$ cat config.mk
export PLATFORM = sky130hd
export DESIGN_NAME = rmc_top
export DESIGN_NICKNAME = d
export VERILOG_FILES = /design/src/pkg/rmc_pkg.sv /design/src/pkg/rmc_fifo_if.sv /design/src/rmc_fifo.sv /design/src/rmc_top.sv
export VERILOG_INCLUDE_DIRS = /design/src /design/src/pkg
export SDC_FILE = /design/constraint.sdc
export NUM_CORES = 1
export LEC_CHECK = 0
export BUFFER_PORTS_ARGS = -buffer_cell sky130_fd_sc_hd__buf_4
export CORE_MARGIN = 3
export CORE_UTILIZATION = 60
export DETAILED_ROUTE_END_ITERATION = 10
export GPL_TIMING_DRIVEN = 0
export PLACE_DENSITY = 0.79
export SLEW_MARGIN = 5
export SYNTH_ARGS = -nofsm -noshare
export SYNTH_HDL_FRONTEND = slang
export SYNTH_SLANG_ARGS = --single-unit
$ cat constraint.sdc
create_clock -name core_clk_in -period 9.72 [get_ports core_clk_in]
set_input_delay 0.972 -clock core_clk_in [delete_from_list [all_inputs] [get_ports core_clk_in]]
set_output_delay 0.972 -clock core_clk_in [all_outputs]
set_load 0.005 [all_outputs]
$ cat src/pkg/rmc_consts.svh
// Constants of the radio modem control block: command codes, reset values,
// divider codes and timing counts. Assumes a single 250 MHz core clock.
`ifndef RMC_CONSTS_SVH
`define RMC_CONSTS_SVH

// ----------------------------------------------------------------------
// Serial command codes
// ----------------------------------------------------------------------
`define RMC_OP_START_RX 8'h01
`define RMC_OP_START_TX 8'h02
`define RMC_OP_IDLE 8'h03
`define RMC_OP_FAST_RSSI 8'h04
`define RMC_OP_MODEM_STATUS 8'h05
`define RMC_OP_AMP_POWER 8'h06
`define RMC_OP_FRAC_HIGH 8'h07
`define RMC_OP_FRAC_MID 8'h08
`define RMC_OP_FRAC_LOW 8'h09
`define RMC_OP_INTEGER 8'h0a
`define RMC_OP_READ_FIFO 8'h0b
`define RMC_OP_WRITE_TX 8'h0c

// ----------------------------------------------------------------------
// Reset values and fixed codes
// ----------------------------------------------------------------------
`define RMC_INTE_RST 8'h3c
`define RMC_FRAC_RST 20'h8_0001
`define RMC_CHAN_RST 8'h00
`define RMC_POWER_RST 7'h7f
`define RMC_BT_DEFAULT 4'h5
`define RMC_OUTDIV_LOW 4'hc
`define RMC_OUTDIV_MID 4'h8
`define RMC_OUTDIV_HIGH 4'h4
`define RMC_CRC_INIT 16'hffff
`define RMC_CRC_POLY 16'h1021
`define RMC_RSSI_OFFSET_DBM 130

// ----------------------------------------------------------------------
// Timing
// ----------------------------------------------------------------------
`define RMC_CLK_PERIOD_NS 4
`define RMC_RAMP_STEP_NS 100
`define RMC_RAMP_STEP_CYC ((`RMC_RAMP_STEP_NS + `RMC_CLK_PERIOD_NS - 1) / `RMC_CLK_PERIOD_NS)

`endif

$ cat src/pkg/rmc_pkg.sv
// Types shared by the radio modem control block.
// Assumes the constants header is included by the design files.
package rmc_pkg;

  // Radio state, Gray coded along idle, ramp up, transmit, ramp down
  typedef enum logic [2:0] {
    RMC_IDLE = 3'b000,
    RMC_RAMP_UP = 3'b001,
    RMC_TX = 3'b011,
    RMC_RAMP_DOWN = 3'b010,
    RMC_RX = 3'b100
  } rmc_state_t;

  typedef logic [7:0] rmc_byte_t;

endpackage

$ cat src/pkg/rmc_fifo_if.sv
// Carrier between the control core and its receive FIFO.
// Assumes both ends run on the same clock.
`timescale 1ns/1ps
interface rmc_fifo_if #(parameter int W = 8, parameter int DEPTH = 64);
  logic push_valid;
  logic push_ready;
  logic [W-1:0] push_data;
  logic pop_valid;
  logic pop_ready;
  logic [W-1:0] pop_data;
  logic [$clog2(DEPTH):0] level;

  modport user (output push_valid, push_data, pop_ready,
                input push_ready, pop_valid, pop_data, level);
  modport store (input push_valid, push_data, pop_ready,
                 output push_ready, pop_valid, pop_data, level);
endinterface

$ cat src/rmc_fifo.sv
// Receive FIFO of the radio modem control block, flip-flop storage.
// Assumes one clock, active-low synchronous-release reset and a clock enable.
`timescale 1ns/1ps
module rmc_fifo #(
  parameter int W = 8,
  parameter int DEPTH = 64
) (
  // Clock and reset
  input wire logic clk_in,
  input wire logic rst_n_in,
  input wire logic ce_in,
  // Queue ports
  rmc_fifo_if.store q
);
  localparam int AW = $clog2(DEPTH);

  // ----------------------------------------------------------------------
  // Elaboration check
  // ----------------------------------------------------------------------
  // Pointers wrap by overflow, so only powers of two are served
  if (DEPTH < 4 || (1 << AW) != DEPTH) begin : g_bad_depth
    $error("rmc_fifo: DEPTH must be a power of two, at least 4");
  end

  logic [W-1:0] mem_q [DEPTH];
  logic [AW-1:0] wr_ptr_q;
  logic [AW-1:0] rd_ptr_q;
  logic [AW:0] count_q;
  logic do_push;
  logic do_pop;

  // Full and empty straight from the count
  assign q.push_ready = (count_q != AW'(0) + (AW+1)'(DEPTH));
  assign q.pop_valid = (count_q != '0);
  assign q.pop_data = mem_q[rd_ptr_q];
  assign q.level = count_q;
  assign do_push = q.push_valid && q.push_ready;
  assign do_pop = q.pop_ready && q.pop_valid;

  // Storage, one register per entry
  for (genvar i = 0; i < DEPTH; i++) begin : g_entry
    always_ff @(posedge clk_in) begin
      if (ce_in && do_push && wr_ptr_q == AW'(i)) begin
        mem_q[i] <= q.push_data;
      end
    end
  end

  // Pointers and fill count
  always_ff @(posedge clk_in or negedge rst_n_in) begin
    if (!rst_n_in) begin
      wr_ptr_q <= '0;
      rd_ptr_q <= '0;
      count_q <= '0;
    end else if (ce_in) begin
      if (do_push) begin
        wr_ptr_q <= wr_ptr_q + AW'(1);
      end
      if (do_pop) begin
        rd_ptr_q <= rd_ptr_q + AW'(1);
      end
      count_q <= count_q + (AW+1)'(do_push) - (AW+1)'(do_pop);
    end
  end
endmodule // rmc_fifo

$ cat src/rmc_top.sv
// Control core of a half-duplex sub-GHz radio: serial command port,
// synthesizer word, channel, signal strength, CRC, amplifier ramp.
// Assumes the serial pins come from another clock domain; modem inputs and
// configuration pins are on core_clk_in.
`timescale 1ns/1ps
`include "rmc_consts.svh"
module rmc_top #(
  parameter int RX_FIFO_DEPTH = 64
) (
  // Clock, reset, enable
  input wire logic core_clk_in,
  input wire logic rstn_in,
  input wire logic ce_in,
  // Serial command port
  input wire logic spi_sck_in,
  input wire logic spi_cs_n_in,
  input wire logic spi_mosi_in,
  output logic spi_miso_out,
  output logic spi_miso_oe_out,
  // Configuration
  input wire logic [1:0] band_sel_in,
  input wire logic [19:0] chan_step_in,
  input wire logic preamble_bypass_in,
  // Modem side
  input wire logic [7:0] rssi_live_in,
  input wire logic preamble_det_in,
  input wire logic sync_det_in,
  input wire logic rx_bit_in,
  input wire rmc_pkg::rmc_byte_t rx_byte_in,
  input wire logic rx_byte_valid_in,
  input wire logic rx_last_in,
  output logic rx_ready_out,
  // Radio control
  output logic gpio_rx_data_out,
  output logic rx_active_out,
  output logic tx_active_out,
  output logic [6:0] pa_level_out,
  output logic [7:0] integer_divide_value_out,
  output logic [19:0] fractional_divide_value_out,
  output logic [3:0] outdiv_out,
  output logic [3:0] gauss_bt_out,
  output logic frac_invalid_out,
  // Transmit bytes and receive check
  output rmc_pkg::rmc_byte_t tx_byte_out,
  output logic tx_byte_valid_out,
  output logic crc_done_out,
  output logic crc_err_out
);
  import rmc_pkg::*;

  localparam int RAMP_CYC = `RMC_RAMP_STEP_CYC;
  if (RX_FIFO_DEPTH < 4) begin : g_bad_depth
    $error("rmc_top: RX_FIFO_DEPTH too small");
  end

  function automatic logic [15:0] crc_byte(input logic [15:0] c, input rmc_byte_t b);
    logic [15:0] r;
    r = c ^ {b, 8'h00};
    for (int i = 0; i < 8; i++) begin
      r = r[15] ? ((r << 1) ^ `RMC_CRC_POLY) : (r << 1);
    end
    return r;
  endfunction

  // ----------------------------------------------------------------------
  // Reset release and pin synchronisers
  // ----------------------------------------------------------------------
  logic [1:0] rst_s;
  logic rst_n;
  logic [2:0] sck_s;
  logic [2:0] cs_s;
  logic [1:0] mosi_s;

  // Assert at once, release after two edges
  always_ff @(posedge core_clk_in or negedge rstn_in) begin
    if (!rstn_in) begin
      rst_s <= 2'b00;
    end else begin
      rst_s <= {rst_s[0], 1'b1};
    end
  end
  assign rst_n = rst_s[1];

  // Serial pins; edges are found on stages two and three only
  always_ff @(posedge core_clk_in or negedge rst_n) begin
    if (!rst_n) begin
      sck_s <= 3'b000;
      cs_s <= 3'b111;
      mosi_s <= 2'b00;
    end else if (ce_in) begin
      sck_s <= {sck_s[1:0], spi_sck_in};
      cs_s <= {cs_s[1:0], spi_cs_n_in};
      mosi_s <= {mosi_s[0], spi_mosi_in};
    end
  end

  logic cs_act, cs_start, cs_end, sck_rise, sck_fall;
  assign cs_act = !cs_s[1];
  assign cs_start = !cs_s[1] && cs_s[2];
  assign cs_end = cs_s[1] && !cs_s[2];
  assign sck_rise = cs_act && sck_s[1] && !sck_s[2];
  assign sck_fall = cs_act && !sck_s[1] && sck_s[2];

  // ----------------------------------------------------------------------
  // Serial byte framing
  // ----------------------------------------------------------------------
  logic [2:0] bit_cnt_q;
  logic [6:0] in_sr_q;
  logic [1:0] byte_idx_q;
  rmc_byte_t opcode_q, arg_q, in_byte, cur_op, resp;
  logic byte_done;
  logic [7:0] out_sr_q;
  rmc_state_t state_q;
  logic [7:0] rssi_latched_q, rssi_live_q;
  rmc_fifo_if #(.W(8), .DEPTH(RX_FIFO_DEPTH)) fq ();

  assign byte_done = sck_rise && bit_cnt_q == 3'h7;
  assign in_byte = {in_sr_q, mosi_s[1]};
  assign cur_op = (byte_idx_q == 2'h0) ? in_byte : opcode_q;

  // Mode 0: sample on rising, count bytes up to three plus
  always_ff @(posedge core_clk_in or negedge rst_n) begin
    if (!rst_n) begin
      bit_cnt_q <= 3'h0;
      in_sr_q <= 7'h00;
      byte_idx_q <= 2'h0;
      opcode_q <= 8'h00;
      arg_q <= 8'h00;
    end else if (ce_in) begin
      if (cs_start) begin
        bit_cnt_q <= 3'h0;
        byte_idx_q <= 2'h0;
      end else if (sck_rise) begin
        in_sr_q <= in_byte[6:0];
        bit_cnt_q <= bit_cnt_q + 3'h1;
        if (byte_done) begin
          if (byte_idx_q != 2'h3) byte_idx_q <= byte_idx_q + 2'h1;
          if (byte_idx_q == 2'h0) opcode_q <= in_byte;
          if (byte_idx_q == 2'h1) arg_q <= in_byte;
        end
      end
    end
  end

  // Answer byte, ready at the opcode's last bit so one byte follows
  always_comb begin
    case (cur_op)
      `RMC_OP_FAST_RSSI: resp = rssi_latched_q;
      `RMC_OP_MODEM_STATUS: resp = rssi_live_q;
      `RMC_OP_READ_FIFO: resp = fq.pop_valid ? fq.pop_data : 8'h00;
      default: resp = 8'h00;
    endcase
  end
  assign fq.pop_ready = byte_done && cur_op == `RMC_OP_READ_FIFO;

  // Answer shifts out on falling edges, MSB first
  always_ff @(posedge core_clk_in or negedge rst_n) begin
    if (!rst_n) begin
      out_sr_q <= 8'h00;
      spi_miso_out <= 1'b0;
      spi_miso_oe_out <= 1'b0;
    end else if (ce_in) begin
      spi_miso_oe_out <= cs_act;
      if (cs_start) begin
        out_sr_q <= 8'h00;
      end else if (byte_done) begin
        out_sr_q <= resp;
      end else if (sck_fall) begin
        spi_miso_out <= out_sr_q[7];
        out_sr_q <= {out_sr_q[6:0], 1'b0};
      end
    end
  end

  // ----------------------------------------------------------------------
  // Synthesizer settings and channel
  // ----------------------------------------------------------------------
  logic [7:0] inte_q, chan_q;
  logic [19:0] frac_q;
  logic [6:0] pa_set_q;
  logic [27:0] freq_word;
  logic cmd_end, has_arg;
  assign cmd_end = cs_end && byte_idx_q != 2'h0;
  assign has_arg = byte_idx_q >= 2'h2;

  // Settings take effect at the end of the frame that carries them
  always_ff @(posedge core_clk_in or negedge rst_n) begin
    if (!rst_n) begin
      inte_q <= `RMC_INTE_RST;
      frac_q <= `RMC_FRAC_RST;
      chan_q <= `RMC_CHAN_RST;
      pa_set_q <= `RMC_POWER_RST;
    end else if (ce_in && cmd_end && has_arg) begin
      case (opcode_q)
        `RMC_OP_START_RX, `RMC_OP_START_TX: chan_q <= arg_q;
        `RMC_OP_AMP_POWER: pa_set_q <= arg_q[6:0];
        `RMC_OP_FRAC_HIGH: frac_q[19:16] <= arg_q[3:0];
        `RMC_OP_FRAC_MID: frac_q[15:8] <= arg_q;
        `RMC_OP_FRAC_LOW: frac_q[7:0] <= arg_q;
        `RMC_OP_INTEGER: inte_q <= arg_q;
        default: chan_q <= chan_q;
      endcase
    end
  end

  // Base word plus channel times step; the ratio to RF is fixed by divider
  assign freq_word = {inte_q, frac_q} + 28'(chan_q) * 28'(chan_step_in);
  always_ff @(posedge core_clk_in or negedge rst_n) begin
    if (!rst_n) begin
      integer_divide_value_out <= `RMC_INTE_RST;
      fractional_divide_value_out <= `RMC_FRAC_RST;
      outdiv_out <= `RMC_OUTDIV_LOW;
      gauss_bt_out <= `RMC_BT_DEFAULT;
      frac_invalid_out <= 1'b0;
    end else if (ce_in) begin
      integer_divide_value_out <= freq_word[27:20];
      fractional_divide_value_out <= freq_word[19:0];
      gauss_bt_out <= `RMC_BT_DEFAULT;
      // Host must keep the fraction in range; flagged, not corrected
      frac_invalid_out <= !freq_word[19] || !freq_word[0];
      case (band_sel_in)
        2'h0: outdiv_out <= `RMC_OUTDIV_LOW;
        2'h1: outdiv_out <= `RMC_OUTDIV_MID;
        default: outdiv_out <= `RMC_OUTDIV_HIGH;
      endcase
    end
  end

  // ----------------------------------------------------------------------
  // Radio state and amplifier ramp
  // ----------------------------------------------------------------------
  logic [$clog2(RAMP_CYC):0] ramp_cnt_q;
  logic ramp_tick, rx_entry, tx_side;
  assign ramp_tick = ramp_cnt_q == ($clog2(RAMP_CYC)+1)'(RAMP_CYC - 1);
  assign tx_side = state_q == RMC_RAMP_UP || state_q == RMC_TX;
  // A start-receive from idle or receive enters receive and restarts the latch
  assign rx_entry = cmd_end && opcode_q == `RMC_OP_START_RX && !tx_side
                    && state_q != RMC_RAMP_DOWN;

  // One shared oscillator: receive only from idle or receive, transmit ramps in and out
  always_ff @(posedge core_clk_in or negedge rst_n) begin
    if (!rst_n) begin
      state_q <= RMC_IDLE;
      pa_level_out <= 7'h00;
      ramp_cnt_q <= '0;
    end else if (ce_in) begin
      ramp_cnt_q <= ramp_tick ? '0 : ramp_cnt_q + 1'b1;
      case (state_q)
        RMC_RAMP_UP: begin
          if (pa_level_out == pa_set_q) state_q <= RMC_TX;
          else if (ramp_tick) pa_level_out <= pa_level_out + 7'h01;
        end
        RMC_RAMP_DOWN: begin
          if (pa_level_out == 7'h00) state_q <= RMC_IDLE;
          else if (ramp_tick) pa_level_out <= pa_level_out - 7'h01;
        end
        RMC_TX: begin
          if (pa_level_out != pa_set_q) state_q <= RMC_RAMP_UP;
        end
        default: ;
      endcase
      if (cmd_end) begin
        case (opcode_q)
          `RMC_OP_START_RX, `RMC_OP_IDLE: begin
            if (tx_side) state_q <= RMC_RAMP_DOWN;
            else if (rx_entry) state_q <= RMC_RX;
            else if (state_q == RMC_RX) state_q <= RMC_IDLE;
          end
          `RMC_OP_START_TX: begin
            if (!tx_side) state_q <= RMC_RAMP_UP;
          end
          default: ;
        endcase
      end
    end
  end

  always_ff @(posedge core_clk_in or negedge rst_n) begin
    if (!rst_n) begin
      rx_active_out <= 1'b0;
      tx_active_out <= 1'b0;
    end else if (ce_in) begin
      rx_active_out <= state_q == RMC_RX;
      tx_active_out <= state_q != RMC_RX && state_q != RMC_IDLE;
    end
  end

  // ----------------------------------------------------------------------
  // Signal strength, acquisition and receive path
  // ----------------------------------------------------------------------
  logic pre_seen_q, synced_q, sync_hit, in_rx;
  logic [15:0] rx_crc_q, rx_crc_nx;
  assign in_rx = state_q == RMC_RX;
  assign sync_hit = in_rx && sync_det_in && (pre_seen_q || preamble_bypass_in);
  assign rx_crc_nx = crc_byte(rx_crc_q, rx_byte_in);
  assign fq.push_valid = in_rx && synced_q && rx_byte_valid_in;
  assign fq.push_data = rx_byte_in;

  // Code is passed in half-dB steps: dBm = code/2 - 130
  always_ff @(posedge core_clk_in or negedge rst_n) begin
    if (!rst_n) begin
      rssi_live_q <= 8'h00;
      rssi_latched_q <= 8'h00;
      pre_seen_q <= 1'b0;
      synced_q <= 1'b0;
    end else if (ce_in) begin
      rssi_live_q <= rssi_live_in;
      if (rx_entry) begin
        rssi_latched_q <= 8'h00;
        pre_seen_q <= 1'b0;
        synced_q <= 1'b0;
      end else if (sync_hit) begin
        rssi_latched_q <= rssi_live_in;
        synced_q <= 1'b1;
      end else if (in_rx && preamble_det_in) begin
        pre_seen_q <= 1'b1;
      end
      // A fresh sync in the closing cycle of a packet keeps capture open
      if (!in_rx || (synced_q && rx_byte_valid_in && rx_last_in && !sync_hit)) begin
        synced_q <= 1'b0;
        pre_seen_q <= 1'b0;
      end
    end
  end

  // Residue over payload plus received CRC is zero when clean
  always_ff @(posedge core_clk_in or negedge rst_n) begin
    if (!rst_n) begin
      rx_crc_q <= `RMC_CRC_INIT;
      crc_done_out <= 1'b0;
      crc_err_out <= 1'b0;
      gpio_rx_data_out <= 1'b0;
      rx_ready_out <= 1'b0;
    end else if (ce_in) begin
      gpio_rx_data_out <= in_rx && rx_bit_in;
      // Two slots of slack cover the one-cycle lag of this register
      rx_ready_out <= fq.level < ($clog2(RX_FIFO_DEPTH)+1)'(RX_FIFO_DEPTH - 2);
      crc_done_out <= 1'b0;
      if (sync_hit) begin
        rx_crc_q <= `RMC_CRC_INIT;
      end else if (fq.push_valid) begin
        rx_crc_q <= rx_crc_nx;
        if (rx_last_in) begin
          crc_done_out <= 1'b1;
          crc_err_out <= rx_crc_nx != 16'h0000;
        end
      end
    end
  end

  rmc_fifo #(.W(8), .DEPTH(RX_FIFO_DEPTH)) u_rx_fifo (
    .clk_in(core_clk_in),
    .rst_n_in(rst_n),
    .ce_in(ce_in),
    .q(fq.store)
  );

  // ----------------------------------------------------------------------
  // Transmit bytes with appended CRC
  // ----------------------------------------------------------------------
  logic [15:0] tx_crc_q;
  logic [1:0] app_q;
  always_ff @(posedge core_clk_in or negedge rst_n) begin
    if (!rst_n) begin
      tx_crc_q <= `RMC_CRC_INIT;
      app_q <= 2'h0;
      tx_byte_out <= 8'h00;
      tx_byte_valid_out <= 1'b0;
    end else if (ce_in) begin
      tx_byte_valid_out <= 1'b0;
      if (cs_start) begin
        tx_crc_q <= `RMC_CRC_INIT;
      end else if (byte_done && state_q == RMC_TX && byte_idx_q != 2'h0
                   && opcode_q == `RMC_OP_WRITE_TX) begin
        tx_byte_out <= in_byte;
        tx_byte_valid_out <= 1'b1;
        tx_crc_q <= crc_byte(tx_crc_q, in_byte);
      end else if (cs_end && has_arg && opcode_q == `RMC_OP_WRITE_TX
                   && state_q == RMC_TX) begin
        app_q <= 2'h2;
      end else if (app_q != 2'h0) begin
        tx_byte_out <= app_q[1] ? tx_crc_q[15:8] : tx_crc_q[7:0];
        tx_byte_valid_out <= 1'b1;
        app_q <= app_q - 2'h1;
      end
    end
  end
endmodule // rmc_top

==> impl_metrics.toml <==
[outcome]
status = "finished clean"

[clocking]
cts_tree = "yes"
ctsHtreeMaxLevel = 3
post_cts_buffers = 0
post_cts_resize_count = 0
cts_max_path_buffers = 3
clock_latency_ns = 0.63
clock-sinks = 736
path_clk_slew_ns = 0.06
cts_root_buf = "clkbuf_16"
cts_hold_buf = 0
numCtsBuffers = 75

[timing]
max_freq_mhz = 182
hold-worst-slack_ns = 0.104
setup_violations = 0
setup_tns_ns = 0
fin_crit_ns = 5.50
finClkSkew_ns = 0.0408
finalCritPeriodShare_pct = 56.5
finalHoldViolations = 0
final-max-slew-violation-count = 0
slew_headroom_pct = 11.0
rsz0062_at_grt = "no"
worst_pin_slew_ns = 1.34

[power_and_ir_drop]
p_switching_w = 0.00182
netSwitchingFraction_pct = 24.9
vdd_drop_max_uv = 172
power_leakage_nw = 15.9
p_total_w = 0.00732
pwr-share-seq_pct = 49.0
p_per_area_nw_per_um2 = 180
power.internal_w = 0.00550
pwr-share-clk_pct = 40.2
power_frac_comb_pct = 10.9

[synthesis]
async_flop_share_pct = 30.4
synth_top_area_cell = "edfxtp_1"
yosys-mux-area-fraction_pct = 11.3
synth-edff-count = 512
synth_top_family_by_area = "multiplexers"
yosys.area_share.simple_pct = 7.62
synth_most_common_cell = "edfxtp_1"
synthTopCellsByArea = "edfxtp_1 (42%), dfrtp_1 (12%), fa_1 (7.5%), mux4_2 (6.7%), dfstp_2 (4.1%)"
netlist-cell-type-count = 80
syn_area_um2 = 36200
synth_seq_cells = 736
synthTopCellsByCount = "edfxtp_1 (512), inv_1 (238), nand2_1 (196)"
synth-xor-area-share_pct = 2.32
synth_top_area_share_pct = 42.4
synthAdderAreaFrac_pct = 10.2
ys.flop_type = "edfxtp_1"
avgSynthCellArea_um2 = 14.0
synth_compound_area_share_pct = 6.42
synth_cells = 2592
ys_seq_area_share_pct = 58.1
yosysWarnings = 0

[drt]
drt_iter0_drc = 2510
drc = 0
wl_per_cell_um = 25.6
totalWireLength_um = 92500
postRouteAntennaNets = 0
vias = 22900
avgViaCountPerCell = 6.34
first_pass_iters = 6

[global_route]
grt_pass1_wl_um = 142000
track_usage_pct = 29.8
grt_overflow_total = 0
grt_pass1_vias = 23700
antenna_found_initial = 0
grt_max_degree = 69

[floorplan]
die_area_um2 = 63300
core_um2 = 59400
rows = 89
initial_core_util_pct = 61.0
dieHeight_um = 252
die_x_um = 252
io-pin-count = 111

[layout]
diodes = 0
final_nets = 3045
finalNonFillerCells = 3617
layout-drive-gt1-share_pct = 18.6
syn_to_final_growth_pct = 12.1

[worst_hold_path]
hp-class = "input port to asynchronous set/reset pin"

[setup_path]
reg2reg_to = "frac_invalid_out"
rrSetupSlack_ns = 4.22
r2r_cells = 17
worst_ep_required_time_ns = 10.20
path_class = "flop to flop"
rr_startpoint = "chan_q[1]"
crit_path_max_fanout = 10
endpoint_kind = "flop"
cp.arrival_ns = 5.98
start_kind = "flop"

[placed_design]
placed_cells = 3477
io_buffer_count = 104
dp_hpwl_um = 62400
place_congestion = 1.00

[flow_run]
cap_violations = 0
worst max-delay path, stage by stage, from the launching register on:
cell and delay, ns:
dfrtp_1 0.36, clkbuf_1 0.47, nand2_1 0.14, fa_1 0.52, inv_1 0.06, fa_1 0.48, fa_1 0.55, inv_1 0.05
fa_1 0.48, inv_1 0.04, ha_1 0.34, a21oi_1 0.21, o21ai_0 0.23, or3_1 0.42, o21ba_2 0.26, o21ai_0 0.22
a21boi_0 0.16, o32a_1 0.37
power by group through the flow:
stage	Combinational (W)	Clock, W	Sequential, W
4_1_cts	0.000788	0.00297	0.00358
2_1_floorplan	0.000502	0	0.00362
3_5_place_dp	0.000780	0	0.00364
3_3_place_gp	0.000719	0	0.00365
6_report	0.000795	0.00294	0.00358
5_1_grt	0.000872	0.00309	0.00360
cell type report:
cell class | count | area [um^2]
sequential | 736 | 21100
fill | 3956 | 18700
multi-input combinational | 1502 | 13800
clock buffer | 101 | 2050
tap | 773 | 967
inverter | 239 | 897
timing repair buffer | 107 | 863
buffer | 120 | 543
clock inverter | 39 | 483
routing by layer:
| metal | up-vias | track usage, % | wire length [um] |
|---|---|---|---|
| met5 | - | 0 | 0 |
| met3 | 309 | 5.91 | 7970 |
| met1 | 11700 | 38.8 | 34600 |
| li1 | 9687 | - | - |
| met4 | 0 | 14.6 | 5110 |
| met2 | 1269 | 48.5 | 44800 |
placed cells by master, fill, tap and decap left out, types with 78 or more instances in the layout:
| cell | netlist | final |
|---|---|---|
| nor2_1 | 126 | 126 |
| ha_1 | 78 | 78 |
| mux2_2 | 88 | 88 |
| a21oi_1 | 80 | 80 |
| inv_1 | 238 | 238 |
| edfxtp_1 | 512 | 512 |
| clkbuf_1 | 84 | 104 |
| fa_1 | 136 | 136 |
| o21ai_0 | 82 | 82 |
| buf_4 | 19 | 123 |
| mux4_2 | 107 | 107 |
| and2_1 | 105 | 105 |
| dfrtp_1 | 168 | 167 |
| nand2_1 | 196 | 196 |
registers in the layout, indices dropped and copies added, names as in the netlist, 16 cells and up:
register                     count
tx_crc_q                        16
frac_q                          20
rx_crc_q                        16
u_rx_fifo.mem_q                512
fractional_divide_value_out     20
how the worst max path moves through the flow:
stage | from | cells after the start | endpoint | slack (ns)
after global routing | chan_q[3] | 16 | frac_invalid_out | 3.85
after CTS | chan_q[3] | 16 | frac_invalid_out | 4.25
after global placement | rst_s[1] | 0 | fractional_divide_value_out[17] | 0.61
after detailed placement | chan_step_in[5] | 18 | frac_invalid_out | 3.97
after floorplan | rst_s[1] | 0 | app_q[0] | 3.11
final | chan_q[1] | 17 | frac_invalid_out | 4.22
through the flow:
step / setup slack (ns) / util [%] / instance area [um^2]
3_5_place_dp: 3.97 / 64.2 / 38100
3_3_place_gp: 0.612 / 64.0 / 38000
4_1_cts: 4.25 / 68.4 / 40600
2_1_floorplan: 3.11 / - / 36200
5_1_grt: 3.85 / 68.4 / 40600
6_report: 4.22 / 68.4 / 40600
kinds of logic after synthesis:
kind of cell,Yosys count
mux,264
xor+xnor,96
flops,736
fa+ha+maj,214
buf+inv,359
other cells,2
compound gates,356
simple gates,565
(Power assumes the default switching activity.)
